[src/rtl/asq_pkg.sv]
// Shared constants, types and helpers for the amplifier start-up and shutdown sequencer
package asq_pkg;

  // Register addresses seen over the control port
  localparam logic [7:0] REG_STATUS   = 8'h02;
  localparam logic [7:0] REG_SYSCTL   = 8'h05;
  localparam logic [7:0] REG_PWM_TIME = 8'h1A;
  localparam logic [7:0] REG_TRIM     = 8'h1B;

  // Command values and reset values
  localparam logic [7:0] SYSCTL_SHUTDOWN = 8'h40;
  localparam logic [7:0] SYSCTL_RUN      = 8'h00;
  localparam logic [7:0] SYSCTL_RST      = 8'h40;
  localparam logic [7:0] TRIM_CMD        = 8'h00;
  localparam logic [7:0] TRIM_RST        = 8'hFF;
  localparam logic [7:0] PWM_TIME_RST    = 8'h00;

  // PWM start/stop timing field layout: code n means (n + 1) steps
  localparam int CODE_W    = 4;
  localparam int START_LSB = 0;
  localparam int STOP_LSB  = 4;

  // Status register bit positions
  localparam int ST_SHUT  = 0;
  localparam int ST_PWM   = 1;
  localparam int ST_RAMP  = 2;
  localparam int ST_GUARD = 3;
  localparam int ST_TRIM  = 4;
  localparam int ST_FIRST = 5;

  // Timing
  localparam int CLK_HZ      = 25_000_000;
  localparam int MS_PER_S    = 1000;
  localparam int GUARD_MS    = 240;
  localparam int PWM_STEP_MS = 10;
  localparam int WAIT_W      = 12;
  localparam int MS_CNT_W    = 16;

  // Control port default slave address (arbitrary)
  localparam logic [6:0] DEV_ADDR_DFLT = 7'h2A;

  // PWM stage state
  typedef enum logic [1:0] {
    ASQ_PWM_OFF   = 2'b00,
    ASQ_PWM_START = 2'b01,
    ASQ_PWM_RUN   = 2'b10,
    ASQ_PWM_STOP  = 2'b11
  } asq_pwm_t;

  // Control port byte-level state
  typedef enum logic [2:0] {
    ASQ_I2C_IDLE  = 3'b000,
    ASQ_I2C_ADDR  = 3'b001,
    ASQ_I2C_SUB   = 3'b010,
    ASQ_I2C_WDATA = 3'b011,
    ASQ_I2C_ACK   = 3'b100,
    ASQ_I2C_RDATA = 3'b101,
    ASQ_I2C_RACK  = 3'b110
  } asq_i2c_t;

  // Pin filter: a new level counts once the second and third stages agree
  function automatic logic asq_filt(input logic s2, input logic s3, input logic old);
    asq_filt = (s2 == s3) ? s3 : old;
  endfunction

endpackage

[src/rtl/asq_i2c_slave.sv]
// Control port slave: byte writes with auto-increment and register reads
`timescale 1ns/1ps
module asq_i2c_slave #(
  parameter logic [6:0] DEV_ADDR = asq_pkg::DEV_ADDR_DFLT
) (
  input  wire logic       clk,
  input  wire logic       srst,
  input  wire logic       scl_i,
  input  wire logic       sda_i,
  output logic            sda_oe,
  output logic            wr_stb,
  output logic [7:0]      wr_addr,
  output logic [7:0]      wr_data,
  output logic [7:0]      rd_addr,
  input  wire logic [7:0] rd_data
);

  logic [2:0]      scl_sync_reg;
  logic [2:0]      sda_sync_reg;
  logic            scl_f_reg;
  logic            sda_f_reg;
  logic            scl_d_reg;
  logic            sda_d_reg;
  asq_pkg::asq_i2c_t state_reg;
  asq_pkg::asq_i2c_t after_ack_reg;
  logic [3:0]      cnt_reg;
  logic [7:0]      sh_reg;
  logic [7:0]      ptr_reg;
  logic            scl_rise;
  logic            scl_fall;
  logic            start_ev;
  logic            stop_ev;

  //////////////////////////////////////////////////////////////////////////
  // Three-stage synchronisers and agreement filter
  always_ff @(posedge clk) begin
    if (srst) begin
      scl_sync_reg <= 3'h7;
      sda_sync_reg <= 3'h7;
      scl_f_reg    <= 1'b1;
      sda_f_reg    <= 1'b1;
      scl_d_reg    <= 1'b1;
      sda_d_reg    <= 1'b1;
    end else begin
      scl_sync_reg <= {scl_sync_reg[1:0], scl_i};
      sda_sync_reg <= {sda_sync_reg[1:0], sda_i};
      scl_f_reg    <= asq_pkg::asq_filt(scl_sync_reg[1], scl_sync_reg[2], scl_f_reg);
      sda_f_reg    <= asq_pkg::asq_filt(sda_sync_reg[1], sda_sync_reg[2], sda_f_reg);
      scl_d_reg    <= scl_f_reg;
      sda_d_reg    <= sda_f_reg;
    end
  end

  // Bus events
  assign scl_rise = scl_f_reg & ~scl_d_reg;
  assign scl_fall = ~scl_f_reg & scl_d_reg;
  assign start_ev = scl_f_reg & scl_d_reg & sda_d_reg & ~sda_f_reg;
  assign stop_ev  = scl_f_reg & scl_d_reg & ~sda_d_reg & sda_f_reg;
  assign rd_addr  = ptr_reg;

  //////////////////////////////////////////////////////////////////////////
  // Byte engine: sample on SCL rise, drive on SCL fall
  always_ff @(posedge clk) begin
    if (srst) begin
      state_reg     <= asq_pkg::ASQ_I2C_IDLE;
      after_ack_reg <= asq_pkg::ASQ_I2C_IDLE;
      cnt_reg       <= 4'h0;
      sh_reg        <= 8'h00;
      ptr_reg       <= 8'h00;
      sda_oe        <= 1'b0;
      wr_stb        <= 1'b0;
      wr_addr       <= 8'h00;
      wr_data       <= 8'h00;
    end else begin
      wr_stb <= 1'b0;
      if (start_ev) begin
        state_reg <= asq_pkg::ASQ_I2C_ADDR;
        cnt_reg   <= 4'h0;
        sda_oe    <= 1'b0;
      end else if (stop_ev) begin
        state_reg <= asq_pkg::ASQ_I2C_IDLE;
        sda_oe    <= 1'b0;
      end else if (scl_rise) begin
        unique case (state_reg)
          asq_pkg::ASQ_I2C_ADDR, asq_pkg::ASQ_I2C_SUB, asq_pkg::ASQ_I2C_WDATA: begin
            if (cnt_reg != 4'h8) begin
              sh_reg  <= {sh_reg[6:0], sda_f_reg};
              cnt_reg <= cnt_reg + 4'h1;
            end
          end
          asq_pkg::ASQ_I2C_RACK: begin
            // Master NACK ends the read; ACK fetches the next byte
            if (sda_f_reg) begin
              state_reg <= asq_pkg::ASQ_I2C_IDLE;
            end else begin
              state_reg     <= asq_pkg::ASQ_I2C_ACK;
              after_ack_reg <= asq_pkg::ASQ_I2C_RDATA;
            end
          end
          asq_pkg::ASQ_I2C_IDLE, asq_pkg::ASQ_I2C_ACK, asq_pkg::ASQ_I2C_RDATA: begin
          end
        endcase
      end else if (scl_fall) begin
        unique case (state_reg)
          asq_pkg::ASQ_I2C_ADDR: begin
            if (cnt_reg == 4'h8) begin
              if (sh_reg[7:1] == DEV_ADDR) begin
                sda_oe        <= 1'b1;
                state_reg     <= asq_pkg::ASQ_I2C_ACK;
                after_ack_reg <= sh_reg[0] ? asq_pkg::ASQ_I2C_RDATA : asq_pkg::ASQ_I2C_SUB;
              end else begin
                state_reg <= asq_pkg::ASQ_I2C_IDLE;
              end
            end
          end
          asq_pkg::ASQ_I2C_SUB: begin
            if (cnt_reg == 4'h8) begin
              ptr_reg       <= sh_reg;
              sda_oe        <= 1'b1;
              state_reg     <= asq_pkg::ASQ_I2C_ACK;
              after_ack_reg <= asq_pkg::ASQ_I2C_WDATA;
            end
          end
          asq_pkg::ASQ_I2C_WDATA: begin
            if (cnt_reg == 4'h8) begin
              wr_stb        <= 1'b1;
              wr_addr       <= ptr_reg;
              wr_data       <= sh_reg;
              ptr_reg       <= ptr_reg + 8'h01;
              sda_oe        <= 1'b1;
              state_reg     <= asq_pkg::ASQ_I2C_ACK;
              after_ack_reg <= asq_pkg::ASQ_I2C_WDATA;
            end
          end
          asq_pkg::ASQ_I2C_ACK: begin
            state_reg <= after_ack_reg;
            if (after_ack_reg == asq_pkg::ASQ_I2C_RDATA) begin
              // Status and registers go back to the host
              sda_oe  <= ~rd_data[7];
              sh_reg  <= {rd_data[6:0], 1'b0};
              cnt_reg <= 4'h1;
              ptr_reg <= ptr_reg + 8'h01;
            end else begin
              sda_oe  <= 1'b0;
              cnt_reg <= 4'h0;
            end
          end
          asq_pkg::ASQ_I2C_RDATA: begin
            if (cnt_reg == 4'h8) begin
              sda_oe    <= 1'b0;
              state_reg <= asq_pkg::ASQ_I2C_RACK;
            end else begin
              sda_oe  <= ~sh_reg[7];
              sh_reg  <= {sh_reg[6:0], 1'b0};
              cnt_reg <= cnt_reg + 4'h1;
            end
          end
          asq_pkg::ASQ_I2C_IDLE, asq_pkg::ASQ_I2C_RACK: begin
          end
        endcase
      end
    end
  end

endmodule // asq_i2c_slave

[src/rtl/asq_top.sv]
// Amplifier start-up, trim guard and shutdown sequencing behind the control port
`timescale 1ns/1ps
module asq_top #(
  parameter int         CYC_PER_MS = asq_pkg::CLK_HZ / asq_pkg::MS_PER_S,
  parameter logic [6:0] DEV_ADDR   = asq_pkg::DEV_ADDR_DFLT
) (
  input  wire logic clk,
  input  wire logic srst,
  input  wire logic reset_pin_n_i,
  input  wire logic powerdown_pin_n_i,
  input  wire logic scl_i,
  input  wire logic sda_i,
  output logic      sda_o,
  output logic      sda_oe,
  output logic      pwm_enable,
  output logic      pwm_ramping,
  output logic      shutdown_active,
  output logic      exit_guard_active
);

  logic [2:0]                  rstp_sync_reg;
  logic [2:0]                  pdn_sync_reg;
  logic                        rstp_n_reg;
  logic                        pdn_n_reg;
  logic [asq_pkg::MS_CNT_W-1:0] ms_cnt_reg;
  logic                        ms_tick;
  logic                        wr_stb;
  logic [7:0]                  wr_addr;
  logic [7:0]                  wr_data;
  logic [7:0]                  rd_addr;
  logic [7:0]                  rd_data;
  logic                        slv_sda_oe;
  logic [7:0]                  sysctl_reg;
  logic [7:0]                  pwm_time_reg;
  logic [7:0]                  trim_reg;
  logic                        trimmed_reg;
  logic                        first_pend_reg;
  logic [asq_pkg::WAIT_W-1:0]  guard_cnt_reg;
  logic [asq_pkg::WAIT_W-1:0]  wait_cnt_reg;
  asq_pkg::asq_pwm_t           pwm_state_reg;
  logic [7:0]                  mem [0:255];
  logic [7:0]                  status;
  logic                        trim_wr;
  logic                        sysctl_wr;
  logic                        exit_ignored;

  // Ramp length in ms from a timing code: (code + 1) steps
  function automatic logic [asq_pkg::WAIT_W-1:0] ramp_ms(input logic [asq_pkg::CODE_W-1:0] code);
    ramp_ms = asq_pkg::WAIT_W'((code + 1) * asq_pkg::PWM_STEP_MS);
  endfunction

  //////////////////////////////////////////////////////////////////////////
  // Reset and powerdown pin synchronisers
  always_ff @(posedge clk) begin
    if (srst) begin
      rstp_sync_reg <= 3'h0;
      pdn_sync_reg  <= 3'h0;
      rstp_n_reg    <= 1'b0;
      pdn_n_reg     <= 1'b0;
    end else begin
      rstp_sync_reg <= {rstp_sync_reg[1:0], reset_pin_n_i};
      pdn_sync_reg  <= {pdn_sync_reg[1:0], powerdown_pin_n_i};
      rstp_n_reg    <= asq_pkg::asq_filt(rstp_sync_reg[1], rstp_sync_reg[2], rstp_n_reg);
      pdn_n_reg     <= asq_pkg::asq_filt(pdn_sync_reg[1], pdn_sync_reg[2], pdn_n_reg);
    end
  end

  //////////////////////////////////////////////////////////////////////////
  // Millisecond enable
  always_ff @(posedge clk) begin
    if (srst || ms_tick) begin
      ms_cnt_reg <= '0;
    end else begin
      ms_cnt_reg <= ms_cnt_reg + 1'b1;
    end
  end
  assign ms_tick = (ms_cnt_reg == asq_pkg::MS_CNT_W'(CYC_PER_MS - 1));

  //////////////////////////////////////////////////////////////////////////
  // Control port
  asq_i2c_slave #(
    .DEV_ADDR (DEV_ADDR)
  ) u_slave (
    .clk     (clk),
    .srst    (srst),
    .scl_i   (scl_i),
    .sda_i   (sda_i),
    .sda_oe  (slv_sda_oe),
    .wr_stb  (wr_stb),
    .wr_addr (wr_addr),
    .wr_data (wr_data),
    .rd_addr (rd_addr),
    .rd_data (rd_data)
  );

  // Open-drain data line only ever pulls low
  always_ff @(posedge clk) begin
    if (srst) begin
      sda_o <= 1'b0;
    end else begin
      sda_o <= 1'b0;
    end
  end
  assign sda_oe = slv_sda_oe;

  // Write decodes
  assign trim_wr      = wr_stb && (wr_addr == asq_pkg::REG_TRIM) && (wr_data == asq_pkg::TRIM_CMD);
  assign sysctl_wr    = wr_stb && (wr_addr == asq_pkg::REG_SYSCTL);
  assign exit_ignored = (guard_cnt_reg != '0) && (wr_data == asq_pkg::SYSCTL_RUN);

  //////////////////////////////////////////////////////////////////////////
  // Control registers, cleared by power-up or the reset pin
  always_ff @(posedge clk) begin
    if (srst || !rstp_n_reg) begin
      sysctl_reg   <= asq_pkg::SYSCTL_RST;
      pwm_time_reg <= asq_pkg::PWM_TIME_RST;
      trim_reg     <= asq_pkg::TRIM_RST;
      trimmed_reg  <= 1'b0;
    end else if (wr_stb) begin
      if (sysctl_wr && !exit_ignored) begin
        sysctl_reg <= wr_data;
      end
      if (wr_addr == asq_pkg::REG_PWM_TIME) begin
        pwm_time_reg <= wr_data;
      end
      if (wr_addr == asq_pkg::REG_TRIM) begin
        trim_reg <= wr_data;
      end
      if (trim_wr) begin
        trimmed_reg <= 1'b1;
      end
    end
  end

  // General register storage for processor coefficients, volume and mute
  always_ff @(posedge clk) begin
    if (wr_stb) begin
      mem[wr_addr] <= wr_data;
    end
  end

  //////////////////////////////////////////////////////////////////////////
  // Exit guard after the first trim following power-up only
  always_ff @(posedge clk) begin
    if (srst) begin
      first_pend_reg <= 1'b1;
      guard_cnt_reg  <= '0;
    end else if (trim_wr && first_pend_reg) begin
      first_pend_reg <= 1'b0;
      guard_cnt_reg  <= asq_pkg::WAIT_W'(asq_pkg::GUARD_MS);
    end else if (ms_tick && guard_cnt_reg != '0) begin
      guard_cnt_reg <= guard_cnt_reg - 1'b1;
    end
  end

  //////////////////////////////////////////////////////////////////////////
  // PWM stage sequencing
  always_ff @(posedge clk) begin
    if (srst || !rstp_n_reg || !pdn_n_reg) begin
      pwm_state_reg <= asq_pkg::ASQ_PWM_OFF;
      wait_cnt_reg  <= '0;
    end else begin
      unique case (pwm_state_reg)
        asq_pkg::ASQ_PWM_OFF: begin
          if (sysctl_reg == asq_pkg::SYSCTL_RUN) begin
            pwm_state_reg <= asq_pkg::ASQ_PWM_START;
            wait_cnt_reg  <= ramp_ms(pwm_time_reg[asq_pkg::START_LSB +: asq_pkg::CODE_W]);
          end
        end
        asq_pkg::ASQ_PWM_START: begin
          if (sysctl_reg == asq_pkg::SYSCTL_SHUTDOWN) begin
            pwm_state_reg <= asq_pkg::ASQ_PWM_STOP;
            wait_cnt_reg  <= ramp_ms(pwm_time_reg[asq_pkg::STOP_LSB +: asq_pkg::CODE_W]);
          end else if (wait_cnt_reg == '0) begin
            pwm_state_reg <= asq_pkg::ASQ_PWM_RUN;
          end else if (ms_tick) begin
            wait_cnt_reg <= wait_cnt_reg - 1'b1;
          end
        end
        asq_pkg::ASQ_PWM_RUN: begin
          if (sysctl_reg == asq_pkg::SYSCTL_SHUTDOWN) begin
            pwm_state_reg <= asq_pkg::ASQ_PWM_STOP;
            wait_cnt_reg  <= ramp_ms(pwm_time_reg[asq_pkg::STOP_LSB +: asq_pkg::CODE_W]);
          end
        end
        asq_pkg::ASQ_PWM_STOP: begin
          if (wait_cnt_reg == '0) begin
            pwm_state_reg <= asq_pkg::ASQ_PWM_OFF;
          end else if (ms_tick) begin
            wait_cnt_reg <= wait_cnt_reg - 1'b1;
          end
        end
      endcase
    end
  end

  //////////////////////////////////////////////////////////////////////////
  // Readback: status is live, other addresses return stored bytes
  always_comb begin
    status                    = 8'h00;
    status[asq_pkg::ST_SHUT]  = (pwm_state_reg == asq_pkg::ASQ_PWM_OFF);
    status[asq_pkg::ST_PWM]   = (pwm_state_reg != asq_pkg::ASQ_PWM_OFF);
    status[asq_pkg::ST_RAMP]  = (pwm_state_reg == asq_pkg::ASQ_PWM_START) ||
                                (pwm_state_reg == asq_pkg::ASQ_PWM_STOP);
    status[asq_pkg::ST_GUARD] = (guard_cnt_reg != '0);
    status[asq_pkg::ST_TRIM]  = trimmed_reg;
    status[asq_pkg::ST_FIRST] = first_pend_reg;
    unique case (rd_addr)
      asq_pkg::REG_STATUS:   rd_data = status;
      asq_pkg::REG_SYSCTL:   rd_data = sysctl_reg;
      asq_pkg::REG_PWM_TIME: rd_data = pwm_time_reg;
      asq_pkg::REG_TRIM:     rd_data = trim_reg;
      default:               rd_data = mem[rd_addr];
    endcase
  end

  //////////////////////////////////////////////////////////////////////////
  // Registered outputs
  always_ff @(posedge clk) begin
    if (srst) begin
      pwm_enable        <= 1'b0;
      pwm_ramping       <= 1'b0;
      shutdown_active   <= 1'b1;
      exit_guard_active <= 1'b0;
    end else begin
      pwm_enable        <= status[asq_pkg::ST_PWM];
      pwm_ramping       <= status[asq_pkg::ST_RAMP];
      shutdown_active   <= status[asq_pkg::ST_SHUT];
      exit_guard_active <= status[asq_pkg::ST_GUARD];
    end
  end

endmodule // asq_top

[config.mk]
export PLATFORM = sky130hd
export DESIGN_NAME = asq_top
export DESIGN_NICKNAME = d
export VERILOG_FILES = /design/src/rtl/asq_pkg.sv /design/src/rtl/asq_i2c_slave.sv /design/src/rtl/asq_top.sv
export SDC_FILE = /design/constraint.sdc
export NUM_CORES = 2
export LEC_CHECK = 0
export BUFFER_PORTS_ARGS = -buffer_cell sky130_fd_sc_hd__buf_2
export CORE_MARGIN = 1
export CORE_UTILIZATION = 50
export CTS_CLUSTER_SIZE = 16
export DETAILED_ROUTE_END_ITERATION = 10
export PLACE_DENSITY = 0.65
export SETUP_SLACK_MARGIN = 0.2
export SLEW_MARGIN = 20
export SYNTH_ARGS = -nofsm -noshare
export SYNTH_HDL_FRONTEND = slang
export SYNTH_SLANG_ARGS = --single-unit
[constraint.sdc]
create_clock -name clk -period 5.1 [get_ports clk]
set_input_delay 0.51 -clock clk [delete_from_list [all_inputs] [get_ports clk]]
set_output_delay 0.51 -clock clk [all_outputs]
set_load 0.02 [all_outputs]
==> results.md <==
- Crit path max fanout: 33
- Clk_lat worst skew: 0.86 ns
- Core area: between 150000 and 200000 µm²
- Buffers on Ports: 10
- Routed via count: approximately 46000
- Clock power frac: between 40 and 50%
- Largest net degree at the start of global routing: 261
- Worst path slowest cell: dfxtp_4
- Initial antenna violation count: 5
- WL per Instance: 31.6 µm
- Cell Count Post-Placement: ~6800
- HPWL after DPL: ~140 mm
- Library cells used by synthesis: 80
- Hold path startpoint: sda_i
- # resized after CTS: 0
- RSZ-0062 raised after global routing: false
- Outcome: finished clean
- Crit path DAT: between 4 and 5 ns
- FF/Latch Area: approximately 64000 µm²
- CTS H-tree lvls: 4
- Top cell type by total area after synthesis: edfxtp_1
- Routed Antenna Nets: 0
- Crit path cell chain: buf_4 -> mux4_2 -> a22o_1 -> a221oi_1 -> o22ai_1 -> nor3_1 -> or4b_1 -> o32ai_1
- Max-Cap Viols: 0
- Seq/Total Area, Yosys: between 70% and 80%
- Cell-internal power: roughly 28 mW
- Register share of total power: 55.5%
- Clk sink count: 2190
- CTS tree: done
- Final min period: ~4.0 ns
- Number of global-route vias before repair: roughly 45000
- Final hold violations: 0
- DIE HEIGHT: about 420 µm
- Share of the synthesized area in the top cell type: 71.4%
- Depth of the most critical reg-to-reg path: 8
- Initial Utilization: between 50% and 60%
- Number of flip-flops in the largest register: just over 2000
- HP Class: primary input to register
- DRC: 0
- EDFF count, synth: between 2000 and 2500
- #FFs+latches synth: 2190
- Final setup margin: ~1.1 ns
- Total GRT Usage: a little over a quarter
- Hold endpoint: u_slave.sda_sync_reg[0]
- Worst Tran Pin Value: 1.11 ns
- Post-route cell area: 96200 µm²
- CTS clk-pin slew, worst paths: 0.06 ns
- 1st-iter DRT viols: roughly 6500
- Share of cells above drive strength 1: about a fifth
- Period utilisation layout: roughly 77%
- Placer Congestion: roughly 0.94
- Peak supply drop: about 0.30 mV
- Total CTS buffers: between 200 and 250
- Hold Slack: between 0.3 and 0.4 ns
- Pleak: approximately 29 nW
- Setup CP Type: register to register
- Vias per cell: around 6.4
- Area Growth Syn to Fin: 11.6%
- Setup violations, final: 0
- Die area: ~170000 µm²
- Bufs on Longest Clock Path: 3
- Fillers: 12700
- Finished Layout Cells: around 7200
- Total Power: approximately 35 mW
- Critical Path RT: between 5 and 6 ns
- Max-slew violations: 0
- Root Buffer: clkbuf_16
- Area of the multi-input gates: around 21000 µm²
- Post-synth top cells: 2048 x edfxtp_1, 435 x mux4_2, 391 x nor2_1, 230 x mux2i_1, 188 x nand2_1
- Setup slack, reg-to-reg: ~1.1 ns
- Cell Rows: between 150 and 200
- Post-CTS Setup Inserts: 0
- GRT Residual Overflow: 0
- Post-synthesis async set-or-reset flop share: 0%
- Maximum clock rate: around 250 MHz
- First-pass GRT wire length: roughly 330 mm
- Hold path cells: 3
- Most numerous cell in the Yosys netlist: edfxtp_1
- Pre-antenna DRT Iters: 8
- Clock skew: just under 0.05 ns
- Ranking of synthesized cells by area: edfxtp_1 71%, mux4_2 11%, dfxtp_1 3.3%, mux2i_1 2.7%, nor2_1 1.7%
- WL final: approximately 230 mm
- Combinational share of power: less than 1%
- Worst setup SP type: register
- Die X: roughly 420 µm
- Power Dens Cells: about 360 nW/µm²
- Synth Flop Type: edfxtp_1
- Worst rel slew slack: a little under a quarter
- Max incr delay on CP: 0.74 ns
- Pre-CTS setup slack: about 1.2 ns
- Setup TNS: 0 ns
- Worst R2R End: u_slave.sh_reg[5]
- Mapped Cells: ~4600
- IO Pins: 12
- Setup crit end kind: register
- Synthesized area per cell: around 19 µm²
- Placed inst area: roughly 89000 µm²
- Fin nets: approximately 4700
- Syn. warnings: 0
- Final core utilization: between 50% and 60%
- Post-Syn Area: between 80000 and 90000 µm²
- Switching power: between 6 and 7 mW
- Switching Fraction: between 10% and 20%
worst max-delay path, delay by kind of cell, from the launching register on:
family	cells	cell delay, ns
and+or+nand+nor	2	0.88
DFF	1	0.74
buffers and inverters	1	0.65
AOI/OAI and AO/OA	4	0.89
muxes	1	0.59
per-layer routing:
layer / up-vias / wire length [µm] / part of all wire, % / track usage (%)
li1: 19000 / - / - / -
met3: 431 / 24000 / 11 / 6.00
met5: - / 8 / 0.0035 / 0
met4: 2 / 8700 / 3.8 / 9.86
met1: 24000 / 92300 / 41 / 38.3
met2: 2561 / 102000 / 45 / 38.6
cell type report:
type	instances	area share, %
Sequential cell	2190	66.9
Multi-Input combinational cell	2127	21.4
Clock buffer	271	5.96
Tap cell	2295	2.99
Timing Repair Buffer	146	1.43
Clock inverter	123	1.17
Inverter	31	0.122
Antenna cell	5	0.0130
how the worst max path moves through the flow:
stage                                    to  depth (start not counted)
after global routing      u_slave.sh_reg[7]                          9
final                     u_slave.sh_reg[5]                          8
after global placement    u_slave.sh_reg[5]                          8
after CTS                 u_slave.sh_reg[5]                          8
after detailed placement  u_slave.sh_reg[5]                          8
after floorplan               sysctl_reg[6]                          6
timing repair:
action | 4_1_cts | 5_1_grt
hold buffers | 5 | 0
endpoints found under the hold margin | 12 | 0
setup endpoints to repair | 0 | 0
kinds of logic after synthesis:
family / Yosys count / share of synthesized area, %
simple gates: 876 / 4.61
mux: 667 / 14.1
xor+xnor: 37 / 0.376
flops: 2190 / 74.7
compound gates: 513 / 4.20
buf+inv: 295 / 1.59
other cells: 1 / 0.00435
fa+ha+maj: 32 / 0.482
power groups by stage:
stage / combinational (mW) / sequential (mW) / clock, mW
6_report: 0.0302 / 19.3 / 15.5
5_1_grt: 0.0333 / 19.3 / 16.3
4_1_cts: 0.0302 / 19.3 / 15.6
3_5_place_dp: 0.0273 / 19.7 / 0
3_3_place_gp: 0.0266 / 19.7 / 0
2_1_floorplan: 0.0207 / 19.7 / 0
placed cells by master, fill, tap and decap left out, drive strengths merged, types with 19 or more instances in the layout:
cell    count
o22ai      49
xnor2      20
clkbuf    271
nor3       47
inv        36
nand3      75
mux4      435
mux2i     230
a211oi     23
a22o       26
buf       140
nand2     188
a21oi     104
a221oi     36
nor2      391
o221ai     23
o21ai      46
clkinv     97
a22oi      95
ha         30
dfxtp     142
nand2b     19
a31oi      24
nor2b      35
edfxtp   2048
No activity file was read; power rests on OpenSTA's default activity.
